**src/verilog/sfsp_regs.svh**
```systemverilog
// Purpose: Register offsets, control word fields, frame layout and reset values.
// Assumes: Included by its bare name into the serial port design.
// Notes: Offsets are byte addresses on the AXI4-Lite register port.
`ifndef SFSP_REGS_SVH
`define SFSP_REGS_SVH

`define SFSP_OFF_CTRL 8'h00
`define SFSP_OFF_TEST 8'h04
`define SFSP_OFF_WORD 8'h08
`define SFSP_OFF_COUNT 8'h0C

`define SFSP_RST_CTRL 32'h0000_0000
`define SFSP_RST_TEST 32'h0000_0000

`define SFSP_FRAME_LAST 6'h2F
`define SFSP_WORD_LAST 6'h0F
`define SFSP_FILL1_LAST 6'h17
`define SFSP_WORD2_LAST 6'h27
`define SFSP_WORD2_BASE 6'h27

`define SFSP_BIT_EN 15
`define SFSP_SYM_HI 14
`define SFSP_SYM_LO 13
`define SFSP_GAIN_HI 12
`define SFSP_GAIN_LO 10
`define SFSP_BIT_LOOP 9
`define SFSP_PWR_HI 7
`define SFSP_PWR_LO 6

`define SFSP_LVL_ZERO 3'h0
`define SFSP_LVL_M3 3'h5
`define SFSP_LVL_M1 3'h7
`define SFSP_LVL_P1 3'h1
`define SFSP_LVL_P3 3'h3
`define SFSP_GAIN_MAX 3'h4

`endif

```
**src/verilog/sfsp_pkg.sv**
```systemverilog
// Purpose: Types shared by the serial port design and its bench.
// Assumes: Nothing beyond SystemVerilog packages.
// Notes: Numeric constants live in sfsp_regs.svh.
package sfsp_pkg;
	typedef enum logic [1:0] {
		SFSP_PWR_LOW = 2'h0,
		SFSP_PWR_MEDIUM = 2'h1,
		SFSP_PWR_NORMAL = 2'h2
	} sfsp_power_e;
	typedef logic signed [2:0] sfsp_level_t;
endpackage

```
**src/verilog/sfsp_serial_port.sv**
```systemverilog
// Purpose: Serial control and conversion port of a line transceiver front end.
// Assumes: All link pins are asynchronous to aclk and at most a quarter of its rate.
// Notes: Both link directions are oversampled by aclk; software sees state over AXI4-Lite.
//
// Chosen here: the register offsets and register access over AXI4-Lite.
`timescale 1ns/1ps
`default_nettype none
`include "sfsp_regs.svh"

module sfsp_serial_port #(
	parameter int ADDR_W = 8
) (
	// System
	input wire logic aclk,
	input wire logic aresetn,
	// AXI4-Lite register port
	input wire logic [ADDR_W-1:0] s_axi_awaddr,
	input wire logic s_axi_awvalid,
	output logic s_axi_awready,
	input wire logic [31:0] s_axi_wdata,
	input wire logic [3:0] s_axi_wstrb,
	input wire logic s_axi_wvalid,
	output logic s_axi_wready,
	output logic [1:0] s_axi_bresp,
	output logic s_axi_bvalid,
	input wire logic s_axi_bready,
	input wire logic [ADDR_W-1:0] s_axi_araddr,
	input wire logic s_axi_arvalid,
	output logic s_axi_arready,
	output logic [31:0] s_axi_rdata,
	output logic [1:0] s_axi_rresp,
	output logic s_axi_rvalid,
	input wire logic s_axi_rready,
	// Transmit link pins
	input wire logic tx_symbol_clock,
	input wire logic tx_oversample_clock,
	input wire logic serial_data_in,
	// Receive link pins
	input wire logic rx_symbol_clock,
	input wire logic rx_oversample_clock,
	output logic serial_data_out,
	// Converter results, aclk domain
	input wire logic [13:0] first_conversion_word,
	input wire logic [13:0] second_conversion_word,
	// Analog settings
	output sfsp_pkg::sfsp_level_t line_level,
	output logic [3:0] receive_gain_db,
	output logic receive_gain_reserved,
	output logic line_input_connected,
	output logic hybrid_receive_input_connected,
	output sfsp_pkg::sfsp_power_e power_level
);
	import sfsp_pkg::*;

	// Pin synchronisers: bit 0..4 = tx sym, tx over, data in, rx sym, rx over.
	logic [4:0] pin_raw;
	logic [4:0] pin_meta_q;
	logic [4:0] pin_sync_q;
	logic [4:0] pin_prev_q;
	assign pin_raw = {rx_oversample_clock, rx_symbol_clock, serial_data_in,
		tx_oversample_clock, tx_symbol_clock};

	genvar gi;
	generate
		for (gi = 0; gi < 5; gi++) begin : g_sync
			always_ff @(posedge aclk) begin
				if (!aresetn) begin
					pin_meta_q[gi] <= 1'b0;
					pin_sync_q[gi] <= 1'b0;
					pin_prev_q[gi] <= 1'b0;
				end else begin
					pin_meta_q[gi] <= pin_raw[gi];
					pin_sync_q[gi] <= pin_meta_q[gi];
					pin_prev_q[gi] <= pin_sync_q[gi];
				end
			end
		end
	endgenerate

	// Each direction keeps its own edge detectors and counter.
	logic tx_rise;
	logic rx_rise;
	logic rx_fall;
	assign tx_rise = pin_sync_q[1] && !pin_prev_q[1];
	assign rx_rise = pin_sync_q[4] && !pin_prev_q[4];
	assign rx_fall = !pin_sync_q[4] && pin_prev_q[4];

	// Symbol clock level as seen at the previous oversampling rise.
	logic tx_sym_last_q;
	logic rx_sym_last_q;
	logic tx_frame_start;
	logic rx_frame_start;
	assign tx_frame_start = tx_rise && pin_sync_q[0] && !tx_sym_last_q;
	assign rx_frame_start = rx_rise && pin_sync_q[3] && !rx_sym_last_q;

	// Counters idle at the last bit until the first symbol clock rise is seen.
	logic [5:0] tx_cnt_q;
	logic [5:0] tx_idx;
	logic [5:0] rx_cnt_q;
	assign tx_idx = tx_frame_start ? 6'h00 :
		(tx_cnt_q == `SFSP_FRAME_LAST) ? tx_cnt_q : 6'(tx_cnt_q + 6'h01);

	always_ff @(posedge aclk) begin
		if (!aresetn) begin
			tx_cnt_q <= `SFSP_FRAME_LAST;
			tx_sym_last_q <= 1'b0;
		end else if (tx_rise) begin
			tx_cnt_q <= tx_idx;
			tx_sym_last_q <= pin_sync_q[0];
		end
	end

	// Control word capture.
	logic [15:0] shift_q;
	logic [15:0] shift_d;
	logic [15:0] ctrl_word_q;
	logic apply;
	assign shift_d = {shift_q[14:0], pin_sync_q[2]};
	assign apply = tx_rise && (tx_idx == `SFSP_WORD_LAST);

	always_ff @(posedge aclk) begin
		if (!aresetn) begin
			shift_q <= 16'h0000;
		end else if (tx_rise && tx_idx <= `SFSP_WORD_LAST) begin
			shift_q <= shift_d;
		end
	end

	logic [15:0] tx_words_q;
	always_ff @(posedge aclk) begin
		if (!aresetn) begin
			ctrl_word_q <= 16'h0000;
			tx_words_q <= 16'h0000;
		end else if (apply) begin
			ctrl_word_q <= shift_d;
			tx_words_q <= 16'(tx_words_q + 16'h0001);
		end
	end

	// Decoded settings; bits 5..0 below the power field drive no setting and are kept only in ctrl_word_q.
	logic [2:0] gain_code;
	logic [1:0] sym_code;
	assign gain_code = shift_d[`SFSP_GAIN_HI:`SFSP_GAIN_LO];
	assign sym_code = shift_d[`SFSP_SYM_HI:`SFSP_SYM_LO];

	always_ff @(posedge aclk) begin
		if (!aresetn) begin
			line_level <= `SFSP_LVL_ZERO;
			receive_gain_db <= 4'h0;
			receive_gain_reserved <= 1'b0;
			line_input_connected <= 1'b1;
			power_level <= SFSP_PWR_LOW;
		end else if (apply) begin
			if (!shift_d[`SFSP_BIT_EN]) begin
				line_level <= `SFSP_LVL_ZERO;
			end else begin
				unique case (sym_code)
					2'h0: line_level <= `SFSP_LVL_M3;
					2'h1: line_level <= `SFSP_LVL_M1;
					2'h3: line_level <= `SFSP_LVL_P1;
					2'h2: line_level <= `SFSP_LVL_P3;
				endcase
			end
			// A reserved gain code keeps the last valid gain and raises a flag.
			receive_gain_reserved <= gain_code > `SFSP_GAIN_MAX;
			if (gain_code <= `SFSP_GAIN_MAX) begin
				receive_gain_db <= 4'({1'b0, gain_code} * 4'h3);
			end
			line_input_connected <= !shift_d[`SFSP_BIT_LOOP];
			unique case (shift_d[`SFSP_PWR_HI:`SFSP_PWR_LO])
				2'h0: power_level <= SFSP_PWR_LOW;
				2'h1: power_level <= SFSP_PWR_MEDIUM;
				default: power_level <= SFSP_PWR_NORMAL;
			endcase
		end
	end

	assign hybrid_receive_input_connected = 1'b1;

	// Receive side.
	logic [31:0] ctrl_q;
	logic [31:0] test_q;
	logic [15:0] word1_q;
	logic [15:0] word2_q;
	logic [15:0] rx_frames_q;
	logic [5:0] rx_idx;
	logic [5:0] rx_w2_idx;
	assign rx_idx = rx_frame_start ? 6'h00 :
		(rx_cnt_q == `SFSP_FRAME_LAST) ? rx_cnt_q : 6'(rx_cnt_q + 6'h01);
	assign rx_w2_idx = 6'(`SFSP_WORD2_BASE - rx_cnt_q);

	always_ff @(posedge aclk) begin
		if (!aresetn) begin
			rx_cnt_q <= `SFSP_FRAME_LAST;
			rx_sym_last_q <= 1'b0;
			rx_frames_q <= 16'h0000;
			word1_q <= 16'h0000;
			word2_q <= 16'h0000;
		end else if (rx_rise) begin
			rx_cnt_q <= rx_idx;
			rx_sym_last_q <= pin_sync_q[3];
			if (rx_frame_start) begin
				rx_frames_q <= 16'(rx_frames_q + 16'h0001);
				// With ctrl_q[0] clear, both results pass through unchanged, already two's complement.
				if (ctrl_q[0]) begin
					word1_q <= {test_q[13:0], 2'h0};
					word2_q <= {test_q[29:16], 2'h0};
				end else begin
					word1_q <= {first_conversion_word, 2'h0};
					word2_q <= {second_conversion_word, 2'h0};
				end
			end
		end
	end

	// The bit of count k is driven at the falling edge inside bit time k.
	always_ff @(posedge aclk) begin
		if (!aresetn) begin
			serial_data_out <= 1'b1;
		end else if (rx_fall) begin
			if (rx_cnt_q <= `SFSP_WORD_LAST) begin
				serial_data_out <= word1_q[4'(`SFSP_WORD_LAST - rx_cnt_q)];
			end else if (rx_cnt_q <= `SFSP_FILL1_LAST) begin
				serial_data_out <= 1'b1;
			end else if (rx_cnt_q <= `SFSP_WORD2_LAST) begin
				serial_data_out <= word2_q[rx_w2_idx[3:0]];
			end else begin
				serial_data_out <= 1'b1;
			end
		end
	end

	// AXI4-Lite slave.
	logic aw_q;
	logic w_q;
	logic [ADDR_W-1:0] awaddr_q;
	logic [31:0] wdata_q;
	logic [3:0] wstrb_q;
	logic wr_go;
	logic wr_hit;
	logic rd_hit;
	logic [7:0] wr_off;
	logic [7:0] rd_off;
	assign s_axi_awready = !aw_q;
	assign s_axi_wready = !w_q;
	assign s_axi_arready = !s_axi_rvalid;
	assign wr_go = aw_q && w_q && !s_axi_bvalid;
	assign wr_off = 8'(awaddr_q);
	assign rd_off = 8'(s_axi_araddr);
	assign wr_hit = (awaddr_q >> 4) == '0;
	assign rd_hit = (s_axi_araddr >> 4) == '0;

	function automatic logic [31:0] merge(input logic [31:0] old, input logic [31:0] nw,
		input logic [3:0] strb);
		logic [31:0] res;
		res = old;
		for (int b = 0; b < 4; b++) begin
			if (strb[b]) begin
				res[8*b +: 8] = nw[8*b +: 8];
			end
		end
		return res;
	endfunction

	always_ff @(posedge aclk) begin
		if (!aresetn) begin
			aw_q <= 1'b0;
			w_q <= 1'b0;
			awaddr_q <= '0;
			wdata_q <= 32'h0000_0000;
			wstrb_q <= 4'h0;
			s_axi_bvalid <= 1'b0;
			s_axi_bresp <= 2'h0;
		end else begin
			if (s_axi_awvalid && !aw_q) begin
				aw_q <= 1'b1;
				awaddr_q <= s_axi_awaddr;
			end
			if (s_axi_wvalid && !w_q) begin
				w_q <= 1'b1;
				wdata_q <= s_axi_wdata;
				wstrb_q <= s_axi_wstrb;
			end
			if (wr_go) begin
				aw_q <= 1'b0;
				w_q <= 1'b0;
				s_axi_bvalid <= 1'b1;
				s_axi_bresp <= wr_hit ? 2'h0 : 2'h2;
			end else if (s_axi_bready) begin
				s_axi_bvalid <= 1'b0;
			end
		end
	end

	always_ff @(posedge aclk) begin
		if (!aresetn) begin
			ctrl_q <= `SFSP_RST_CTRL;
			test_q <= `SFSP_RST_TEST;
		end else if (wr_go && wr_hit) begin
			if (wr_off == `SFSP_OFF_CTRL) begin
				ctrl_q <= merge(ctrl_q, wdata_q, wstrb_q) & 32'h0000_0001;
			end
			if (wr_off == `SFSP_OFF_TEST) begin
				test_q <= merge(test_q, wdata_q, wstrb_q) & 32'h3FFF_3FFF;
			end
		end
	end

	always_ff @(posedge aclk) begin
		if (!aresetn) begin
			s_axi_rvalid <= 1'b0;
			s_axi_rdata <= 32'h0000_0000;
			s_axi_rresp <= 2'h0;
		end else if (s_axi_arvalid && !s_axi_rvalid) begin
			s_axi_rvalid <= 1'b1;
			s_axi_rresp <= rd_hit ? 2'h0 : 2'h2;
			s_axi_rdata <= 32'h0000_0000;
			if (rd_hit) begin
				unique case (rd_off[3:0])
					4'h0: s_axi_rdata <= ctrl_q;
					4'h4: s_axi_rdata <= test_q;
					4'h8: s_axi_rdata <= {16'h0000, ctrl_word_q};
					4'hC: s_axi_rdata <= {rx_frames_q, tx_words_q};
					default: s_axi_rdata <= 32'h0000_0000;
				endcase
			end
		end else if (s_axi_rready) begin
			s_axi_rvalid <= 1'b0;
		end
	end
endmodule
`default_nettype wire

```
**config.mk**
```make
export PLATFORM = sky130hd
export DESIGN_NAME = sfsp_serial_port
export DESIGN_NICKNAME = d
export VERILOG_FILES = /design/src/verilog/sfsp_pkg.sv /design/src/verilog/sfsp_serial_port.sv
export VERILOG_INCLUDE_DIRS = /design/src /design/src/verilog
export SDC_FILE = /design/constraint.sdc
export NUM_CORES = 1
export LEC_CHECK = 0
export BUFFER_PORTS_ARGS = -buffer_cell sky130_fd_sc_hd__buf_4
export CAP_MARGIN = 40
export CORE_MARGIN = 2
export CORE_UTILIZATION = 48
export DETAILED_ROUTE_END_ITERATION = 12
export PLACE_DENSITY_LB_ADDON = 0.1
export SLEW_MARGIN = 10
export SYNTH_ARGS = -nofsm -noshare
export SYNTH_HDL_FRONTEND = slang
export SYNTH_SLANG_ARGS = --single-unit
```
**constraint.sdc**
```tcl
create_clock -name aclk -period 3.13 [get_ports aclk]
set_input_delay 0.4695 -clock aclk [delete_from_list [all_inputs] [get_ports aclk]]
set_output_delay 0.4695 -clock aclk [all_outputs]
set_load 0.1 [all_outputs]
```
Word-level counts from Yosys, hierarchy flattened

Index checks and enable logic that the tools add are counted.

Flip-flop bits (word level): 244
Input bits: 92
Output and inout port bits: 54
Word-level logic and storage cells: 137

Add/sub/neg operators: 6
Multiply operators: 1
$lt $le $gt $ge: 8
Eq/ne operators: 12
Multiplexer cells: 24
Bitwise operators: 1
Reductions and logical operators: 42

Operators by type and width:

| cell                                                                  | count |
|---|---|
| 32-bit one-hot mux with 4 select lines                                | 1 |
| 16-bit by 1-bit adder with 16-bit output, second input constant       | 2 |
| 16-bit two-way mux                                                    | 2 |
| 32-bit two-way mux                                                    | 1 |
| 8-bit zero test                                                       | 3 |
| 6-bit two-way mux                                                     | 4 |
| 1-bit logical AND                                                     | 15 |
| 3-bit AND reduction                                                   | 5 |
| 6-bit by 1-bit adder with 6-bit output, second input constant         | 2 |
| 6-bit equality test, second input constant                            | 2 |
| 6-bit by 4-bit <= comparator with 1-bit output, second input constant | 2 |
| 3-bit one-hot mux with 4 select lines                                 | 1 |
| 1-bit zero test                                                       | 10 |
| 4-bit by 5-bit < comparator with 1-bit output, second input constant  | 2 |
| 1-bit two-way mux                                                     | 9 |
| 1-bit binary-select mux with 4-bit select                             | 2 |
| 4-bit equality test, second input constant                            | 2 |
| 8-bit by 3-bit equality test with 1-bit output, second input constant | 1 |
| 6-bit by 4-bit equality test with 1-bit output, second input constant | 1 |
| 6-bit by 5-bit <= comparator with 1-bit output, second input constant | 1 |
| 6-bit <= comparator, second input constant                            | 1 |
| 2-bit AND reduction                                                   | 3 |
| 2-bit by 1-bit equality test with 1-bit output, second input constant | 2 |
| 2-bit equality test, second input constant                            | 2 |
| 15 further kinds                                                      | 18 |

Longest topological paths before layout

Depth in word-level cells: 8
Depth in mapped cells: 9
Depth with buffers taken out: 6

Worst setup path after synthesis

OpenSTA, ideal clock, no wires.

Kind: reg-to-reg
From: register tx_cnt_q[0]
To: register tx_words_q[15]
Setup time: 70 ps
Arrival time: 2282 ps
Data required time: 3060 ps
Setup slack: 777 ps
Stages on the path, launching flop included: 8
Path buffers: 1
Clock period less this slack: 2353 ps
Cell sequence: dfxtp_1 > ha_1 > nand4bb_1 > or4_1 > clkbuf_1 > or4_1 > or3_1 > a21oi_1

Word-level cells in the longest chain between the ends: 5
Elaborated cells on any way between the ends: 6
Those cells by class: add/sub: 1; eq/ne: 2; mux: 2; reduce/logical: 1

RTL lines:

| element                                                                              | RTL line                | RTL |
|---|---|---|
| from (decl)                                                                          | sfsp_serial_port.sv:97  | `logic [5:0] tx_cnt_q;` |
| from (signal assigned)                                                               | sfsp_serial_port.sv:105 | `` tx_cnt_q <= `SFSP_FRAME_LAST; `` |
| from (signal assigned)                                                               | sfsp_serial_port.sv:108 | `tx_cnt_q <= tx_idx;` |
| 6-bit by 1-bit adder with 6-bit output / 6-bit equality test (equally long branches) | --                      |  |
| 6-bit two-way mux *                                                                  | sfsp_serial_port.sv:101 | `` (tx_cnt_q == `SFSP_FRAME_LAST) ? tx_cnt_q : 6'(tx_cnt_q + 6'h01); `` |
| 6-bit two-way mux *                                                                  | sfsp_serial_port.sv:100 | `assign tx_idx = tx_frame_start ? 6'h00 :` |
| 6-bit by 4-bit equality test with 1-bit output (no source line) *                    | --                      |  |
| 1-bit logical AND *                                                                  | sfsp_serial_port.sv:119 | `` assign apply = tx_rise && (tx_idx == `SFSP_WORD_LAST); `` |
| to (signal assigned)                                                                 | sfsp_serial_port.sv:136 | `tx_words_q <= 16'(tx_words_q + 16'h0001);` |
| to (decl)                                                                            | sfsp_serial_port.sv:129 | `logic [15:0] tx_words_q;` |

Mark *: on every way between the ends. The rest lies on a longest branch, timed or not.
A chain may end at the register's enable or synchronous reset.

Final worst setup path

From: register tx_cnt_q[0]
To: register receive_gain_db[2]

Word-level cells in the longest chain between the ends: 6
Elaborated cells on any way between the ends: 7
Those cells by class: add/sub: 1; eq/ne: 2; mux: 2; reduce/logical: 2

RTL lines:

| element                                                                              | RTL line                | RTL |
|---|---|---|
| 6-bit by 1-bit adder with 6-bit output / 6-bit equality test (equally long branches) | --                      |  |
| 6-bit two-way mux *                                                                  | sfsp_serial_port.sv:101 |  |
| 6-bit two-way mux *                                                                  | sfsp_serial_port.sv:100 |  |
| 6-bit by 4-bit equality test with 1-bit output (no source line) *                    | --                      |  |
| 1-bit logical AND *                                                                  | sfsp_serial_port.sv:119 |  |
| 2-bit AND reduction (no source line) *                                               | --                      |  |
| to (signal assigned)                                                                 | sfsp_serial_port.sv:167 | `receive_gain_db <= 4'({1'b0, gain_code} * 4'h3);` |
| to (decl)                                                                            | sfsp_serial_port.sv:47  | `output logic [3:0] receive_gain_db,` |

Marked as above.

==> flow_summary.ini <==
[sta]
fin_setup_tns_ps = 0
rsz0062_at_grt = no
final-hold-violation-count = 0
max_freq_mhz = 376.5
timing.final.crit_share_pct = 84.85
layout_min_cycle_time_ps = 2656
slew_headroom_pct = 55.80
worst_slew_pin_slew_ps = 662.1
timing.final.setup_violations = 0
slew_violations = 0
clock-skew-final_ps = 8.821
fin_worst_hold_slack_ps = 163.6

[global_routing]
globalRouteOverflowTotal = 0
largest_net_degree_at_the_start_of_global_routing = 106
antenna_violations_before_repair = 0
gr-usage-all-layers_pct = 22.00
grt_pass1_wl_mm = 38.90
grt_pass1_vias = 7311

[setup_path]
timing.reg2reg.worst_path_depth = 7
worst_setup_ep = receive_gain_db[2]
worst_path_dominant_cell_family = simple AND/OR/NAND/NOR gates
cp-start-kind = flop
terminus_of_the_critical_flop_to_flop_path = receive_gain_db[2]
reg2reg_setup_slack_ps = 470
crit_chain = ha_1 -> nand4bb_1 -> or4_2 -> buf_4 -> a21oi_1 -> mux2i_1 -> nor2_1
worst_path_arrival_ps = 3040
crit_cells = 7
cp_launch_point = tx_cnt_q[0]
required_time_reported_for_the_critical_path_endpoint_ps = 3520
criticalPathCategory = flop to flop
critical_path_peak_fanout = 49
timing.critical_path.slowest_stage_cell = sky130_fd_sc_hd__or4_2
worst_setup_path_end_kind = flop
worst-path-buf-inv = 1
r2r-start = tx_cnt_q[0]
critical-path-max-stage-delay_ps = 710

[synthesis]
synth-seq-area-share_pct = 48.14
synth_commonest_cells = 235 x sky130_fd_sc_hd__dfxtp_1, 168 x sky130_fd_sc_hd__nand2_1, 122 x sky130_fd_sc_hd__nor2_1
synthCells = 1101
post-synth-top-count-cell = sky130_fd_sc_hd__dfxtp_1
netlist.area_leader.share_pct = 48.14
synth_enable_flop_cells = 0
netlist_area_um2 = 9773
synth.avg_cell_area_um2 = 8.877
synth_ff_type = sky130_fd_sc_hd__dfxtp_1
yosys_warnings = 0
synth_async_sr_flop_share_pct = 0
ys_types = 48
ys_top_cells_by_area = sky130_fd_sc_hd__dfxtp_1 48%, sky130_fd_sc_hd__mux2i_1 9.2%, sky130_fd_sc_hd__nand2_1 6.5%, sky130_fd_sc_hd__nor2_1 4.7%, sky130_fd_sc_hd__a21oi_1 3.8%
yosysTopAreaCell = sky130_fd_sc_hd__dfxtp_1
postSynthRegisterBits = 235

[route]
routed_wl_mm = 24.01
wl_per_cell_um = 16.12
drt_drc_violations_left = 0
ant_nets = 0
detail_route.first_pass.iterations = 4
num_vias = 7830
avgViaCountPerCell = 5.259
drt_iter0_markers = 403

[place]
dp.final_hpwl_mm = 16.23
placedCellCount = 1444
postPlaceCellArea_um2 = 11000
place_congestion = 0.7969
io_buffer_count = 138

[status]
status = completed

[clock_network]
tritoncts = built
cts.sinks = 235
cts.root.buffer_cell = sky130_fd_sc_hd__clkbuf_16
cts_htree_levels = 1
cts.reportedPaths.clkPinSlew_ps = 60
insertion_delay_ps = 520
cts_buffers = 25
cts-resized-gates = 0
post_cts_buffers = 0
max-clock-path-buffers = 3
hold_buffers = 0

[die]
io_pins = 146
total_die_area_um2 = 21520
die_h_um = 146.7
initial_utilization_pct = 48.61
floorplan.die.width_um = 146.7
placement_rows = 52
core_um2 = 20100

[flow_run]
drv.max_cap_violation_count = 0

[cells_and_area]
layout-area-overhead-vs-synth_pct = 22.08
post_route_cells_drive_above_1_share_pct = 18.46
antenna-diode-count = 0
final-instance-count-excl-fill = 1489
fin_area_um2 = 11930
nNetsFinal = 1300

[hold_path]
whs_path_depth = 2
min_path_type = input pin to flop

[pwr]
power.total_uw = 6832
static-leakage-power_uw = 0.004698
p_per_area_nw_per_um2 = 572.6
vdd.ir_drop.worst_v = 0.0003941
-- layout make-up --
type                    count  area (um^2)
clock buffers              32        681.9
clock inverters            13        247.7
fillers                  1837         8173
inverters                  12        47.55
multi-input cells         773         4722
flip-flops and latches    235         4706
well taps                 270        337.8
repair buffers            154         1189
-- layout by cell type (no fill, tap or decap), drive strengths merged, types with 21 or more instances in the layout --
| cell | instances |
|---|---|
| nand2 | 168 |
| dfxtp | 235 |
| xnor2 | 21 |
| and2 | 41 |
| a21oi | 74 |
| o21ai | 43 |
| nor2 | 122 |
| a211oi | 28 |
| clkbuf | 32 |
| buf | 154 |
| mux2i | 90 |
| a22oi | 27 |
-- per-stage QoR --
| stage | setup slack [ps] | util (%) |
|---|---|---|
| global route | 256.7 | 59.35 |
| floorplan | 777.3 | - |
| CTS | 468.3 | 59.35 |
| finish | 474.2 | 59.35 |
| global placement | 518.6 | 54.51 |
| detailed placement | 497.5 | 54.72 |
-- registers in the layout (all words and copies together) (netlist names), 15 cells and up --
| register | count |
|---|---|
| s_axi_rdata | 32 |
| rx_frames_q | 16 |
| shift_q | 15 |
| wdata_q | 28 |
| test_q | 28 |
| tx_words_q | 16 |
| ctrl_word_q | 15 |
-- worst register-to-register path, delay by kind of cell (launching register included) --
| kind | cells | cell delay (ps) |
|---|---|---|
| simple gates | 3 | 860 |
| compound gates | 1 | 420 |
| flops | 1 | 360 |
| buf+inv | 1 | 340 |
| fa+ha+maj | 1 | 310 |
| mux | 1 | 230 |
-- worst min-delay path by stage --
stage,to,start,slack (ps)
after detailed placement,pin_sync_q[2],pin_meta_q[2],420
after CTS,pin_meta_q[0],tx_symbol_clock,150
after global routing,pin_meta_q[0],tx_symbol_clock,160
after floorplan,pin_sync_q[0],pin_meta_q[0],410
final,pin_meta_q[0],tx_symbol_clock,160
after global placement,pin_sync_q[1],pin_meta_q[1],420
-- layer usage --
metal | track usage (%) | up-vias | wire (um)
met3 | 4.068 | 32 | 1273
met1 | 33.73 | 3657 | 12320
li1 | - | 3976 | -
met2 | 32.18 | 165 | 9998
met5 | 0 | - | 0
met4 | 4.806 | 0 | 412
-- kinds of logic after synthesis --
logic type      count (synthesis)  synth area share (%)
xor+xnor                       32                 2.868
fa+ha+maj                       7                0.9730
compound gates                188                 11.50
flops                         235                 48.14
buf+inv                        94                 3.815
mux                           113                 12.56
other cells                     2               0.07684
simple gates                  430                 20.07
-- power by group --
group / internal (uW) / switching (uW)
Combinational: 161 / 252
Clock: 2110 / 1220
Sequential: 3040 / 40.1
Total: 5320 / 1510
Note: power is estimated with default switching activity, not from simulation.
